===== config.mk =====
export PLATFORM = sky130hd
export DESIGN_NAME = sccm_clock_modes
export DESIGN_NICKNAME = d
export VERILOG_FILES = /design/src/sccm_pkg.sv /design/src/sccm_slot_if.sv /design/src/sccm_clock_modes.sv /design/src/sccm_slot.sv
export SDC_FILE = /design/constraint.sdc
export NUM_CORES = 1
export LEC_CHECK = 0
export ABC_AREA = 1
export BUFFER_PORTS_ARGS = -buffer_cell sky130_fd_sc_hd__buf_2
export CORE_UTILIZATION = 36
export CTS_BUF_LIST = sky130_fd_sc_hd__clkbuf_8
export DETAILED_ROUTE_END_ITERATION = 8
export MAX_ROUTING_LAYER = met4
export PLACE_DENSITY = 0.62
export SLEW_MARGIN = 25
export SYNTH_ARGS = -nofsm -noshare
export SYNTH_HDL_FRONTEND = slang
export SYNTH_SLANG_ARGS = --single-unit

===== constraint.sdc =====
create_clock -name pclk -period 6.63 [get_ports pclk]
set_input_delay 0.9945 -clock pclk [delete_from_list [all_inputs] [get_ports pclk]]
set_output_delay 0.9945 -clock pclk [all_outputs]
set_load 0.01 [all_outputs]

===== src/sccm_pkg.sv =====
// constants and types shared by the serial channel clock mode logic
package sccm_pkg;

  // clock modes selected by the 3-bit mode field
  typedef enum logic [2:0] {
    SCCM_MODE_0 = 3'b000,
    SCCM_MODE_1 = 3'b001,
    SCCM_MODE_2 = 3'b010,
    SCCM_MODE_3 = 3'b011,
    SCCM_MODE_4 = 3'b100,
    SCCM_MODE_5 = 3'b101,
    SCCM_MODE_6 = 3'b110,
    SCCM_MODE_7 = 3'b111
  } sccm_mode_t;

  // register byte offsets
  localparam logic [7:0] ADDR_CFG = 8'h00;
  localparam logic [7:0] ADDR_RATE = 8'h04;
  localparam logic [7:0] ADDR_TX_SLOT = 8'h08;
  localparam logic [7:0] ADDR_RX_SLOT = 8'h0c;
  localparam logic [7:0] ADDR_TX_MASK = 8'h10;
  localparam logic [7:0] ADDR_RX_MASK = 8'h14;
  localparam logic [7:0] ADDR_STATUS = 8'h18;

  // channel_config_0 field positions
  localparam int CFG_MODE_LSB = 0;
  localparam int CFG_SSEL = 4;
  localparam int CFG_HS = 5;
  localparam int CFG_TOE = 6;
  localparam int CFG_TX_CLOCK_OUT_SELECT = 7;
  localparam int CFG_BYTE_ALIGN = 8;
  localparam int CFG_PCM_MASK_EN = 9;

  // rate register fields: divider k = (n+1) * 2^m
  localparam int RATE_N_LSB = 0;
  localparam int RATE_M_LSB = 8;

  // slot assign register fields
  localparam int SLOT_NUM_LSB = 0;
  localparam int SLOT_SHIFT_LSB = 8;
  localparam int SLOT_WIDTH_LSB = 16;

  // reset values
  localparam logic [31:0] CFG_RESET = 32'h0000_0000;
  localparam logic [31:0] RATE_RESET = 32'h0000_0000;
  localparam logic [31:0] SLOT_RESET = 32'h0000_0000;
  localparam logic [31:0] MASK_RESET = 32'h0000_0000;

  // fixed ratios and counts
  localparam logic [3:0] REF_DIV_LAST = 4'hf;
  localparam logic [2:0] CHAR_BITS_LAST = 3'h7;
  localparam int SLOT_BITS_LOG2 = 3;

endpackage


===== src/sccm_slot_if.sv =====
// carrier between the clock selector and one time-slot assigner
`timescale 1ns/100ps
interface sccm_slot_if;
  logic bit_tick;           // one pulse per common bit clock
  logic frame_start;        // frame sync edge seen
  logic [6:0] slot_num;     // slot number field
  logic [2:0] clk_shift;    // clock shift field
  logic [8:0] width_m1;     // slot width minus one
  logic [31:0] mask;        // pcm mask, one bit per 8-bit slot
  logic mask_en;            // pcm masks in use
  logic window;             // next bit lies in an active slot

  modport ctl (output bit_tick, frame_start, slot_num, clk_shift, width_m1, mask, mask_en,
               input window);
  modport slot_assigner (input bit_tick, frame_start, slot_num, clk_shift, width_m1, mask, mask_en,
               output window);
endinterface

===== src/sccm_clock_modes.sv =====
// per-channel clock mode selection, strobes, gating and slot control
// Operation
// - mode 0: rx pin clock, tx pin or generator
// - 0b drives tx pin only when enabled
// - mode 1: rx pin clocks both, strobes
// - one strobe permits a whole byte/character
// - mode 2: generator from rx pin, loop
// - 2a tx pin, 2b generator/16 output
// - mode 3: loop or generator drives both
// - mode 4: separate clocks, low gating honoured
// - mode 4 routes tx clock to rts
// - mode 5: rx pin clock, slot strobes
// - one slot of 1 to 512 bits
// - up to 32 masked 8-bit slots
// - independent positions, delay 1 to 1024
// - mode 5 tx pin low in tx slot
// - delay is 1 + number*8 + shift
// - masks enabled force 8-bit width
// - tx and rx fields from own registers
// - mode 6 like 2, crystal feeds generator
// - mode field plus source select bit
// - loop receive clock is reference/16
`timescale 1ns/100ps
module sccm_clock_modes
  import sccm_pkg::*;
#(
  parameter int RATE_CNT_W = 21
) (
  input wire logic pclk,
  input wire logic presetn,
  input wire logic [7:0] paddr,
  input wire logic psel,
  input wire logic penable,
  input wire logic pwrite,
  input wire logic [31:0] pwdata,
  output logic [31:0] prdata,
  output logic pready,
  output logic pslverr,
  input wire logic rx_clock_pin,
  input wire logic tx_clock_pin_i,
  output logic tx_clock_pin_o,
  output logic tx_clock_pin_oe,
  input wire logic crystal_input,
  input wire logic carrier_detect_pin,
  input wire logic rx_gate_n,
  input wire logic tx_gate_n,
  input wire logic frame_sync_pin,
  output logic rts_clock_o,
  output logic rts_clock_route,
  output logic osc_enable,
  output logic rx_bit_en,
  output logic tx_bit_en
);

  // largest divider is 64 * 2^15, so the counter needs 21 bits
  if (RATE_CNT_W < 21) begin : g_bad
    $error("sccm_clock_modes: RATE_CNT_W must be at least 21");
  end

  // pin indices in the synchroniser vector
  localparam int P_RXC = 0;
  localparam int P_TXC = 1;
  localparam int P_XTL = 2;
  localparam int P_CD = 3;
  localparam int P_RG = 4;
  localparam int P_TG = 5;
  localparam int P_FS = 6;

  logic [31:0] cfg_reg;       // channel_config_0
  logic [31:0] rate_reg;      // rate generator divider
  logic [31:0] tx_slot_assign_reg;
  logic [31:0] rx_slot_assign_reg;
  logic [31:0] tx_pcm_mask;
  logic [31:0] rx_pcm_mask;
  logic [31:0] prdata_reg;    // read data caught in setup phase

  logic [6:0] pin_raw;        // asynchronous pins
  logic [6:0] sync1_reg;      // first stage, read only by sync2
  logic [6:0] sync2_reg;      // usable level
  logic [6:0] sync3_reg;      // previous level for edge detect
  logic [6:0] rise;           // one-cycle rising edge

  sccm_mode_t mode;
  logic ssel;
  logic byte_align;
  logic wr_en;
  logic rd_setup;
  logic addr_ok;
  logic cfg_wr;

  logic [RATE_CNT_W-1:0] rg_cnt_reg;  // rate generator counter
  logic [RATE_CNT_W-1:0] rg_k;        // division factor
  logic rg_src;                       // generator input edge
  logic rg_used;
  logic rg_tick;
  logic rg_lvl;                       // generator output as a level
  logic [3:0] div16_reg;              // loop / divide-by-16 counter
  logic div16_tick;

  logic [2:0] rx_run_reg;             // bits left in aligned byte
  logic [2:0] tx_run_reg;
  logic rx_raw;
  logic tx_raw;
  logic rx_permit;
  logic tx_permit;
  logic tx_lvl;
  logic tx_oe_next;

  sccm_slot_if rx_if ();
  sccm_slot_if tx_if ();

  // decoded configuration; mode plus source select pick the variant
  assign mode = sccm_mode_t'(cfg_reg[CFG_MODE_LSB +: 3]);
  assign ssel = cfg_reg[CFG_SSEL];
  assign byte_align = cfg_reg[CFG_BYTE_ALIGN];

  // apb decode, zero wait states
  function automatic logic mapped(input logic [7:0] a);
    mapped = (a == ADDR_CFG) || (a == ADDR_RATE) || (a == ADDR_TX_SLOT) ||
             (a == ADDR_RX_SLOT) || (a == ADDR_TX_MASK) || (a == ADDR_RX_MASK) ||
             (a == ADDR_STATUS);
  endfunction

  assign addr_ok = mapped(paddr);
  assign wr_en = psel && penable && pwrite && addr_ok;
  assign rd_setup = psel && !penable && !pwrite;
  assign cfg_wr = wr_en && (paddr == ADDR_CFG);
  assign pready = 1'b1;
  assign pslverr = psel && penable && !addr_ok;
  assign prdata = prdata_reg;

  // register writes; status is read only
  always_ff @(posedge pclk or negedge presetn) begin
    if (!presetn) begin
      cfg_reg <= CFG_RESET;
      rate_reg <= RATE_RESET;
      tx_slot_assign_reg <= SLOT_RESET;
      rx_slot_assign_reg <= SLOT_RESET;
      tx_pcm_mask <= MASK_RESET;
      rx_pcm_mask <= MASK_RESET;
    end else if (wr_en) begin
      case (paddr)
        ADDR_CFG: begin
          cfg_reg <= {22'h000000, pwdata[9:4], 1'b0, pwdata[2:0]};
        end
        ADDR_RATE: begin
          rate_reg <= {20'h00000, pwdata[11:8], 2'b00, pwdata[5:0]};
        end
        ADDR_TX_SLOT: begin
          tx_slot_assign_reg <= {7'h00, pwdata[24:16], 5'h00, pwdata[10:8], 1'b0, pwdata[6:0]};
        end
        ADDR_RX_SLOT: begin
          rx_slot_assign_reg <= {7'h00, pwdata[24:16], 5'h00, pwdata[10:8], 1'b0, pwdata[6:0]};
        end
        ADDR_TX_MASK: begin
          tx_pcm_mask <= pwdata;
        end
        ADDR_RX_MASK: begin
          rx_pcm_mask <= pwdata;
        end
        default: begin
          cfg_reg <= cfg_reg;
        end
      endcase
    end
  end

  // read mux, sampled in the setup phase so data comes from a flop
  always_ff @(posedge pclk or negedge presetn) begin
    if (!presetn) begin
      prdata_reg <= 32'h0000_0000;
    end else if (rd_setup) begin
      case (paddr)
        ADDR_CFG: prdata_reg <= cfg_reg;
        ADDR_RATE: prdata_reg <= rate_reg;
        ADDR_TX_SLOT: prdata_reg <= tx_slot_assign_reg;
        ADDR_RX_SLOT: prdata_reg <= rx_slot_assign_reg;
        ADDR_TX_MASK: prdata_reg <= tx_pcm_mask;
        ADDR_RX_MASK: prdata_reg <= rx_pcm_mask;
        ADDR_STATUS: begin
          prdata_reg <= {17'h00000, sync2_reg[P_FS], sync2_reg[P_RXC], tx_run_reg != 3'h0,
                         rx_run_reg != 3'h0, osc_enable, tx_if.window, rx_if.window,
                         3'h0, ssel, 1'b0, mode};
        end
        default: prdata_reg <= 32'h0000_0000;
      endcase
    end
  end

  // every pin crosses two flops before any logic sees it
  assign pin_raw = {frame_sync_pin, tx_gate_n, rx_gate_n, carrier_detect_pin,
                    crystal_input, tx_clock_pin_i, rx_clock_pin};

  always_ff @(posedge pclk or negedge presetn) begin
    if (!presetn) begin
      sync1_reg <= 7'h00;
      sync2_reg <= 7'h00;
      sync3_reg <= 7'h00;
    end else begin
      sync1_reg <= pin_raw;
      sync2_reg <= sync1_reg;
      sync3_reg <= sync2_reg;
    end
  end

  assign rise = sync2_reg & ~sync3_reg;

  // generator input: crystal in 0b/6/7, receive clock pin in 2/3
  always_comb begin
    rg_src = rise[P_RXC];
    rg_used = 1'b1;
    case (mode)
      SCCM_MODE_0: begin
        rg_src = rise[P_XTL];
        rg_used = ssel;
      end
      SCCM_MODE_6, SCCM_MODE_7: begin
        rg_src = rise[P_XTL];
      end
      SCCM_MODE_2, SCCM_MODE_3: begin
        rg_src = rise[P_RXC];
      end
      default: begin
        rg_used = 1'b0;
      end
    endcase
  end

  // divider k = (n+1) * 2^m on generator source edges
  assign rg_k = (RATE_CNT_W'(rate_reg[RATE_N_LSB +: 6]) + RATE_CNT_W'(1)) <<
                rate_reg[RATE_M_LSB +: 4];
  assign rg_tick = rg_used && rg_src && (rg_cnt_reg >= rg_k - RATE_CNT_W'(1));
  // level is high in the second half of each period; k of 1 stays high
  assign rg_lvl = rg_cnt_reg >= (rg_k >> 1);

  // restarting counters on a config write avoids a short first period
  always_ff @(posedge pclk or negedge presetn) begin
    if (!presetn) begin
      rg_cnt_reg <= '0;
    end else if (cfg_wr || !rg_used) begin
      rg_cnt_reg <= '0;
    end else if (rg_tick) begin
      rg_cnt_reg <= '0;
    end else if (rg_src) begin
      rg_cnt_reg <= rg_cnt_reg + RATE_CNT_W'(1);
    end
  end

  // reference/16: recovered receive clock and divided transmit clock
  always_ff @(posedge pclk or negedge presetn) begin
    if (!presetn) begin
      div16_reg <= 4'h0;
    end else if (cfg_wr) begin
      div16_reg <= 4'h0;
    end else if (rg_tick) begin
      div16_reg <= div16_reg + 4'h1;
    end
  end

  assign div16_tick = rg_tick && (div16_reg == REF_DIV_LAST);

  // byte/character alignment: one strobe opens eight bits
  always_ff @(posedge pclk or negedge presetn) begin
    if (!presetn) begin
      rx_run_reg <= 3'h0;
    end else if (cfg_wr) begin
      rx_run_reg <= 3'h0;
    end else if (rx_raw && mode == SCCM_MODE_1 && byte_align) begin
      if (rx_run_reg != 3'h0) begin
        rx_run_reg <= rx_run_reg - 3'h1;
      end else if (sync2_reg[P_CD]) begin
        rx_run_reg <= CHAR_BITS_LAST;
      end
    end
  end

  always_ff @(posedge pclk or negedge presetn) begin
    if (!presetn) begin
      tx_run_reg <= 3'h0;
    end else if (cfg_wr) begin
      tx_run_reg <= 3'h0;
    end else if (tx_raw && mode == SCCM_MODE_1 && byte_align) begin
      if (tx_run_reg != 3'h0) begin
        tx_run_reg <= tx_run_reg - 3'h1;
      end else if (sync2_reg[P_TXC]) begin
        tx_run_reg <= CHAR_BITS_LAST;
      end
    end
  end

  // per-mode clock source and permission selection
  always_comb begin
    rx_raw = rise[P_RXC];
    tx_raw = rise[P_TXC];
    rx_permit = 1'b1;
    tx_permit = 1'b1;
    case (mode)
      SCCM_MODE_0: begin
        rx_raw = rise[P_RXC];
        tx_raw = ssel ? rg_tick : rise[P_TXC];
      end
      SCCM_MODE_1: begin
        rx_raw = rise[P_RXC];
        tx_raw = rise[P_RXC];
        rx_permit = sync2_reg[P_CD] || (byte_align && rx_run_reg != 3'h0);
        tx_permit = sync2_reg[P_TXC] || (byte_align && tx_run_reg != 3'h0);
      end
      SCCM_MODE_2, SCCM_MODE_6: begin
        rx_raw = div16_tick;
        tx_raw = ssel ? div16_tick : rise[P_TXC];
      end
      SCCM_MODE_3, SCCM_MODE_7: begin
        rx_raw = ssel ? rg_tick : div16_tick;
        tx_raw = ssel ? rg_tick : div16_tick;
      end
      SCCM_MODE_4: begin
        rx_raw = rise[P_RXC];
        tx_raw = rise[P_TXC];
        rx_permit = !sync2_reg[P_RG];
        tx_permit = !sync2_reg[P_TG];
      end
      SCCM_MODE_5: begin
        rx_raw = rise[P_RXC];
        tx_raw = rise[P_RXC];
        rx_permit = rx_if.window;
        tx_permit = tx_if.window;
      end
      default: begin
        rx_permit = 1'b0;
        tx_permit = 1'b0;
      end
    endcase
  end

  // single-cycle enables: no partial clock can appear on a switch
  always_ff @(posedge pclk or negedge presetn) begin
    if (!presetn) begin
      rx_bit_en <= 1'b0;
      tx_bit_en <= 1'b0;
    end else begin
      rx_bit_en <= rx_raw && rx_permit && !cfg_wr;
      tx_bit_en <= tx_raw && tx_permit && !cfg_wr;
    end
  end

  // slot assigners share the receive pin clock and frame sync
  assign rx_if.bit_tick = (mode == SCCM_MODE_5) && rise[P_RXC];
  assign tx_if.bit_tick = (mode == SCCM_MODE_5) && rise[P_RXC];
  assign rx_if.frame_start = rise[P_FS];
  assign tx_if.frame_start = rise[P_FS];
  assign rx_if.slot_num = rx_slot_assign_reg[SLOT_NUM_LSB +: 7];
  assign rx_if.clk_shift = rx_slot_assign_reg[SLOT_SHIFT_LSB +: 3];
  assign rx_if.width_m1 = rx_slot_assign_reg[SLOT_WIDTH_LSB +: 9];
  assign tx_if.slot_num = tx_slot_assign_reg[SLOT_NUM_LSB +: 7];
  assign tx_if.clk_shift = tx_slot_assign_reg[SLOT_SHIFT_LSB +: 3];
  assign tx_if.width_m1 = tx_slot_assign_reg[SLOT_WIDTH_LSB +: 9];
  assign rx_if.mask = rx_pcm_mask;
  assign tx_if.mask = tx_pcm_mask;
  assign rx_if.mask_en = cfg_reg[CFG_PCM_MASK_EN];
  assign tx_if.mask_en = cfg_reg[CFG_PCM_MASK_EN];

  sccm_slot #(
    .SLOT_COUNT(32)
  ) u_rx_slot (
    .pclk(pclk),
    .presetn(presetn),
    .s(rx_if.slot_assigner)
  );

  sccm_slot #(
    .SLOT_COUNT(32)
  ) u_tx_slot (
    .pclk(pclk),
    .presetn(presetn),
    .s(tx_if.slot_assigner)
  );

  // transmit clock pin: monitor of generated clock or slot status
  always_comb begin
    tx_lvl = 1'b1;
    tx_oe_next = 1'b0;
    case (mode)
      SCCM_MODE_0: begin
        tx_lvl = rg_lvl;
        tx_oe_next = ssel;
      end
      SCCM_MODE_2, SCCM_MODE_6: begin
        tx_lvl = div16_reg[3];
        tx_oe_next = ssel;
      end
      SCCM_MODE_3, SCCM_MODE_7: begin
        tx_lvl = ssel ? rg_lvl : div16_reg[3];
        tx_oe_next = 1'b1;
      end
      SCCM_MODE_5: begin
        tx_lvl = !tx_if.window;
        tx_oe_next = 1'b1;
      end
      default: begin
        tx_oe_next = 1'b0;
      end
    endcase
  end

  always_ff @(posedge pclk or negedge presetn) begin
    if (!presetn) begin
      tx_clock_pin_o <= 1'b1;
      tx_clock_pin_oe <= 1'b0;
    end else begin
      tx_clock_pin_o <= tx_lvl;
      tx_clock_pin_oe <= tx_oe_next && cfg_reg[CFG_TOE];
    end
  end

  // rts carries the transmit clock from the edge stage plus one flop, so it rises one cycle after tx_bit_en
  always_ff @(posedge pclk or negedge presetn) begin
    if (!presetn) begin
      rts_clock_o <= 1'b0;
      rts_clock_route <= 1'b0;
    end else begin
      rts_clock_o <= sync3_reg[P_TXC];
      rts_clock_route <= (mode == SCCM_MODE_4) && cfg_reg[CFG_TX_CLOCK_OUT_SELECT];
    end
  end

  // crystal oscillator runs only where a mode needs it
  always_ff @(posedge pclk or negedge presetn) begin
    if (!presetn) begin
      osc_enable <= 1'b0;
    end else begin
      osc_enable <= (mode == SCCM_MODE_0 && ssel) || mode == SCCM_MODE_6 ||
                    mode == SCCM_MODE_7;
    end
  end

endmodule


===== src/sccm_slot.sv =====
// time-slot assigner for one direction, referenced to frame sync
`timescale 1ns/100ps
module sccm_slot
  import sccm_pkg::*;
#(
  parameter int SLOT_COUNT = 32
) (
  input wire logic pclk,
  input wire logic presetn,
  sccm_slot_if.slot_assigner s
);

  // mask indexing needs exactly the 32 mask bits
  if (SLOT_COUNT != 32) begin : g_bad
    $error("sccm_slot: SLOT_COUNT must be 32");
  end

  logic [10:0] bit_cnt_reg;  // bits since frame sync
  logic [10:0] delay;        // first bit of the slot
  logic [10:0] idx;          // position of the next bit
  logic [10:0] off;          // next bit relative to slot start
  logic window_next;

  // start delay is 1 + number*8 + shift, 1 to 1024 bits
  assign delay = 11'd1 + {1'b0, s.slot_num, 3'b000} + {8'h00, s.clk_shift};
  assign idx = bit_cnt_reg + 11'd1;
  assign off = idx - delay;

  // bit counter, cleared by frame sync, saturates to avoid wrap on lost sync
  always_ff @(posedge pclk or negedge presetn) begin
    if (!presetn) begin
      bit_cnt_reg <= 11'h000;
    end else if (s.frame_start) begin
      bit_cnt_reg <= 11'h000;
    end else if (s.bit_tick && bit_cnt_reg != 11'h7ff) begin
      bit_cnt_reg <= idx;
    end
  end

  // window decode: one programmable slot, or masked 8-bit slots
  always_comb begin
    window_next = 1'b0;
    if (idx >= delay) begin
      if (s.mask_en) begin
        // width field ignored, fixed 8-bit slots
        window_next = (off[10:8] == 3'b000) && s.mask[off[7:SLOT_BITS_LOG2]];
      end else begin
        window_next = (off <= {2'b00, s.width_m1});
      end
    end
  end

  // registered window; ticks are at least two cycles apart so it is settled
  always_ff @(posedge pclk or negedge presetn) begin
    if (!presetn) begin
      s.window <= 1'b0;
    end else begin
      s.window <= window_next;
    end
  end

endmodule


==> impl_metrics.env <==
export IMPL_status="finished clean"
export IMPL_fin_util_pct=41.36
export IMPL_dr_first_iter_drc_count=979
export IMPL_crit_top_cell="nand2_1"
export IMPL_io_buffers=91
export IMPL_final_cell_mix="456 x nand2_1, 232 x dfrtp_1, 229 x inv_1"
export IMPL_yosys_warnings=0
export IMPL_reg2reg_depth=30
export IMPL_dieArea_um2=42990
export IMPL_via_count=13660
export IMPL_path_buf_inv=2
export IMPL_worstSetupPathDepth=30
export IMPL_synth_top_cell_by_area="dfrtp_1"
export IMPL_grt_pass1_vias=13460
export IMPL_design_core_area_um2=41200
export IMPL_via_per_inst=5.248
export IMPL_dr_pass1_iters=5
export IMPL_powerDensity_nw_per_um2=211.5
export IMPL_drive_gt1_share_pct=14.85
export IMPL_tightest_slew_ps=986.0
export IMPL_start_kind="register"
export IMPL_worstSkewPairLatency_ps=630
export IMPL_die_h_um=207.4
export IMPL_clock_sinks=233
export IMPL_cts_root_buf="clkbuf_8"
export IMPL_fin_tns_setup_ps=0
export IMPL_critPathMaxStageDelay_ps=480
export IMPL_gp_congestion=0.9157
export IMPL_cp_required_ps=7140
export IMPL_hold_class="reg2reg"
export IMPL_finalSetupViolations=0
export IMPL_drc=0
export IMPL_cts_clk_slew_worst_paths_ps=60
export IMPL_postSynthCellCount=1949
export IMPL_synth_edf_count=0
export IMPL_period_share_pct=65.08
export IMPL_peakVddDrop_uv=155.3
export IMPL_max_freq_ghz=0.2318
export IMPL_synth_ff_type="dfrtp_1"
export IMPL_skew_ps=40.50
export IMPL_final_common_cell="nand2_1"
export IMPL_syn_nets=2096
export IMPL_crit_family="simple AND/OR/NAND/NOR gates"
export IMPL_whs_path_depth=0
export IMPL_drv_cap=0
export IMPL_synth_avg_cell_area_um2=7.789
export IMPL_cts_tree="yes"
export IMPL_cts_hold_buf=0
export IMPL_crit_arrival_ps=4820
export IMPL_grt_overflow=0
export IMPL_dieWidth_um=207.4
export IMPL_cts_resized=0
export IMPL_maxSlewViolCount=0
export IMPL_antenna_found_initial=3
export IMPL_grt_pass1_wl_mm=74.19
export IMPL_leakagePower_nw=8.706
export IMPL_r2r_slack_ps=2320
export IMPL_ys_seq_area_share_pct=38.42
export IMPL_nets=2183
export IMPL_area_delta_synth_final_pct=12.26
export IMPL_rsz0062_at_grt="no"
export IMPL_cts_buffers=43
export IMPL_dp_slack_ps=2275
export IMPL_netlist_area_leader_share_pct=38.24
export IMPL_track_usage_pct=22.35
export IMPL_postCtsSetupBuffers=0
export IMPL_max_slew_margin_rel_pct=34.07
export IMPL_slowest_stage="dfrtp_1"
export IMPL_htreeDepth=2
export IMPL_synth_cell_types=59
export IMPL_async_flop_share_pct=100.0
export IMPL_rows=74
export IMPL_start_util_pct=36.84
export IMPL_postRouteAntennaNets=0
export IMPL_min_period_ps=4315
export IMPL_pin_count=93
export IMPL_nFillCells=4182
export IMPL_crit_fanout=9
export IMPL_wl_per_cell_um=17.70
export IMPL_ys_ff_latch=233
export IMPL_grt_max_degree=144
export IMPL_finalHoldViolations=0
export IMPL_drt_wl_total_mm=46.09
export IMPL_yosys_top_cells_area="dfrtp_1 38%, nand2_1 11%, ha_1 7.7%"
export IMPL_dp_hpwl_mm=34.37
export IMPL_crit_path_end_kind="register"
export IMPL_cts_path_max_buffers=3
export IMPL_setup_ws_ps=2315
export IMPL_netlist_area_um2=15180
export IMPL_path_class="reg2reg"
==> cell families after synthesis <==
| kind of cell | synth area share [%] |
|---|---|
| AOI/OAI and AO/OA | 11.59 |
| xor gates and xnor gates | 3.058 |
| adders and majority gates | 7.929 |
| buffers and inverters | 8.201 |
| DFF | 38.42 |
| muxes | 2.745 |
| other | 0.02470 |
| and+or+nand+nor | 28.04 |
==> cell usage after synthesis (5+ instances only) <==
| cell type | count |
|---|---|
| a211oi_1 | 6 |
| a21oi_1 | 62 |
| a21oi_2 | 5 |
| a221oi_1 | 14 |
| buf_2 | 20 |
| buf_4 | 8 |
| buf_6 | 6 |
| clkbuf_1 | 18 |
| clkinv_1 | 5 |
| dfrtp_1 | 232 |
| ha_1 | 93 |
| inv_1 | 219 |
| inv_2 | 26 |
| mux2_2 | 33 |
| nand2_1 | 457 |
| nand2_2 | 25 |
| nand3_1 | 188 |
| nand3_2 | 13 |
| nand3b_1 | 10 |
| nand4_1 | 38 |
| nor2_1 | 115 |
| nor2_2 | 7 |
| nor2_4 | 7 |
| nor3_1 | 28 |
| nor3_2 | 5 |
| nor4_1 | 6 |
| o211ai_1 | 7 |
| o21ai_0 | 152 |
| o22ai_1 | 30 |
| xnor2_1 | 10 |
| xor2_1 | 43 |
==> final timing paths <==
kind	startpoint	endpoint
min in group asynchronous	presetn	rx_slot_assign_reg[18]
hold / removal	sync1_reg[3]	sync2_reg[3]
setup reg to reg	rate_reg[0]	tx_run_reg[0]
setup / recovery	rate_reg[0]	tx_run_reg[0]
hold reg to reg	sync1_reg[3]	sync2_reg[3]
max in group asynchronous	presetn	sync1_reg[1]
==> per-stage QoR <==
step	instance area [um2]	power, mW	instances	hold slack [ps]
3_5_place_dp	16070	2.057	2523	334.7
3_3_place_gp	16070	2.052	2523	332.5
6_report	17040	3.605	2603	345.7
4_1_cts	17030	3.640	2600	348.6
2_1_floorplan	15180	1.850	1949	331.2
5_1_grt	17040	3.754	2603	352.6
==> final cells by class <==
cell class / instances / area, um2 / share of cell area (%)
Multi-Input combinational cell: 1411 / 8114 / 47.61
Sequential cell: 233 / 5832 / 34.22
Inverter: 250 / 938.4 / 5.507
Clock buffer: 50 / 688.2 / 4.038
Tap cell: 532 / 665.6 / 3.906
Timing Repair Buffer: 97 / 523.0 / 3.069
Clock inverter: 27 / 272.8 / 1.601
Antenna cell: 3 / 7.507 / 0.04405
==> routing by layer <==
layer | vias up | track usage [%] | part of all wire, %
li1 | 6689 | - | -
met1 | 6445 | 28.68 | 45
met2 | 415 | 35.12 | 46
met3 | 111 | 3.147 | 5.3
met4 | 0 | 9.804 | 3.8
met5 | - | - | 0
==> report_power, final <==
part | internal, mW | switching (mW) | total, mW
registers | 1.44 | 0.00873 | 1.45
clock network | 0.891 | 0.680 | 1.57
logic | 0.165 | 0.423 | 0.588
total | 2.49 | 1.11 | 3.60
Power figures use the tool's default switching activity.
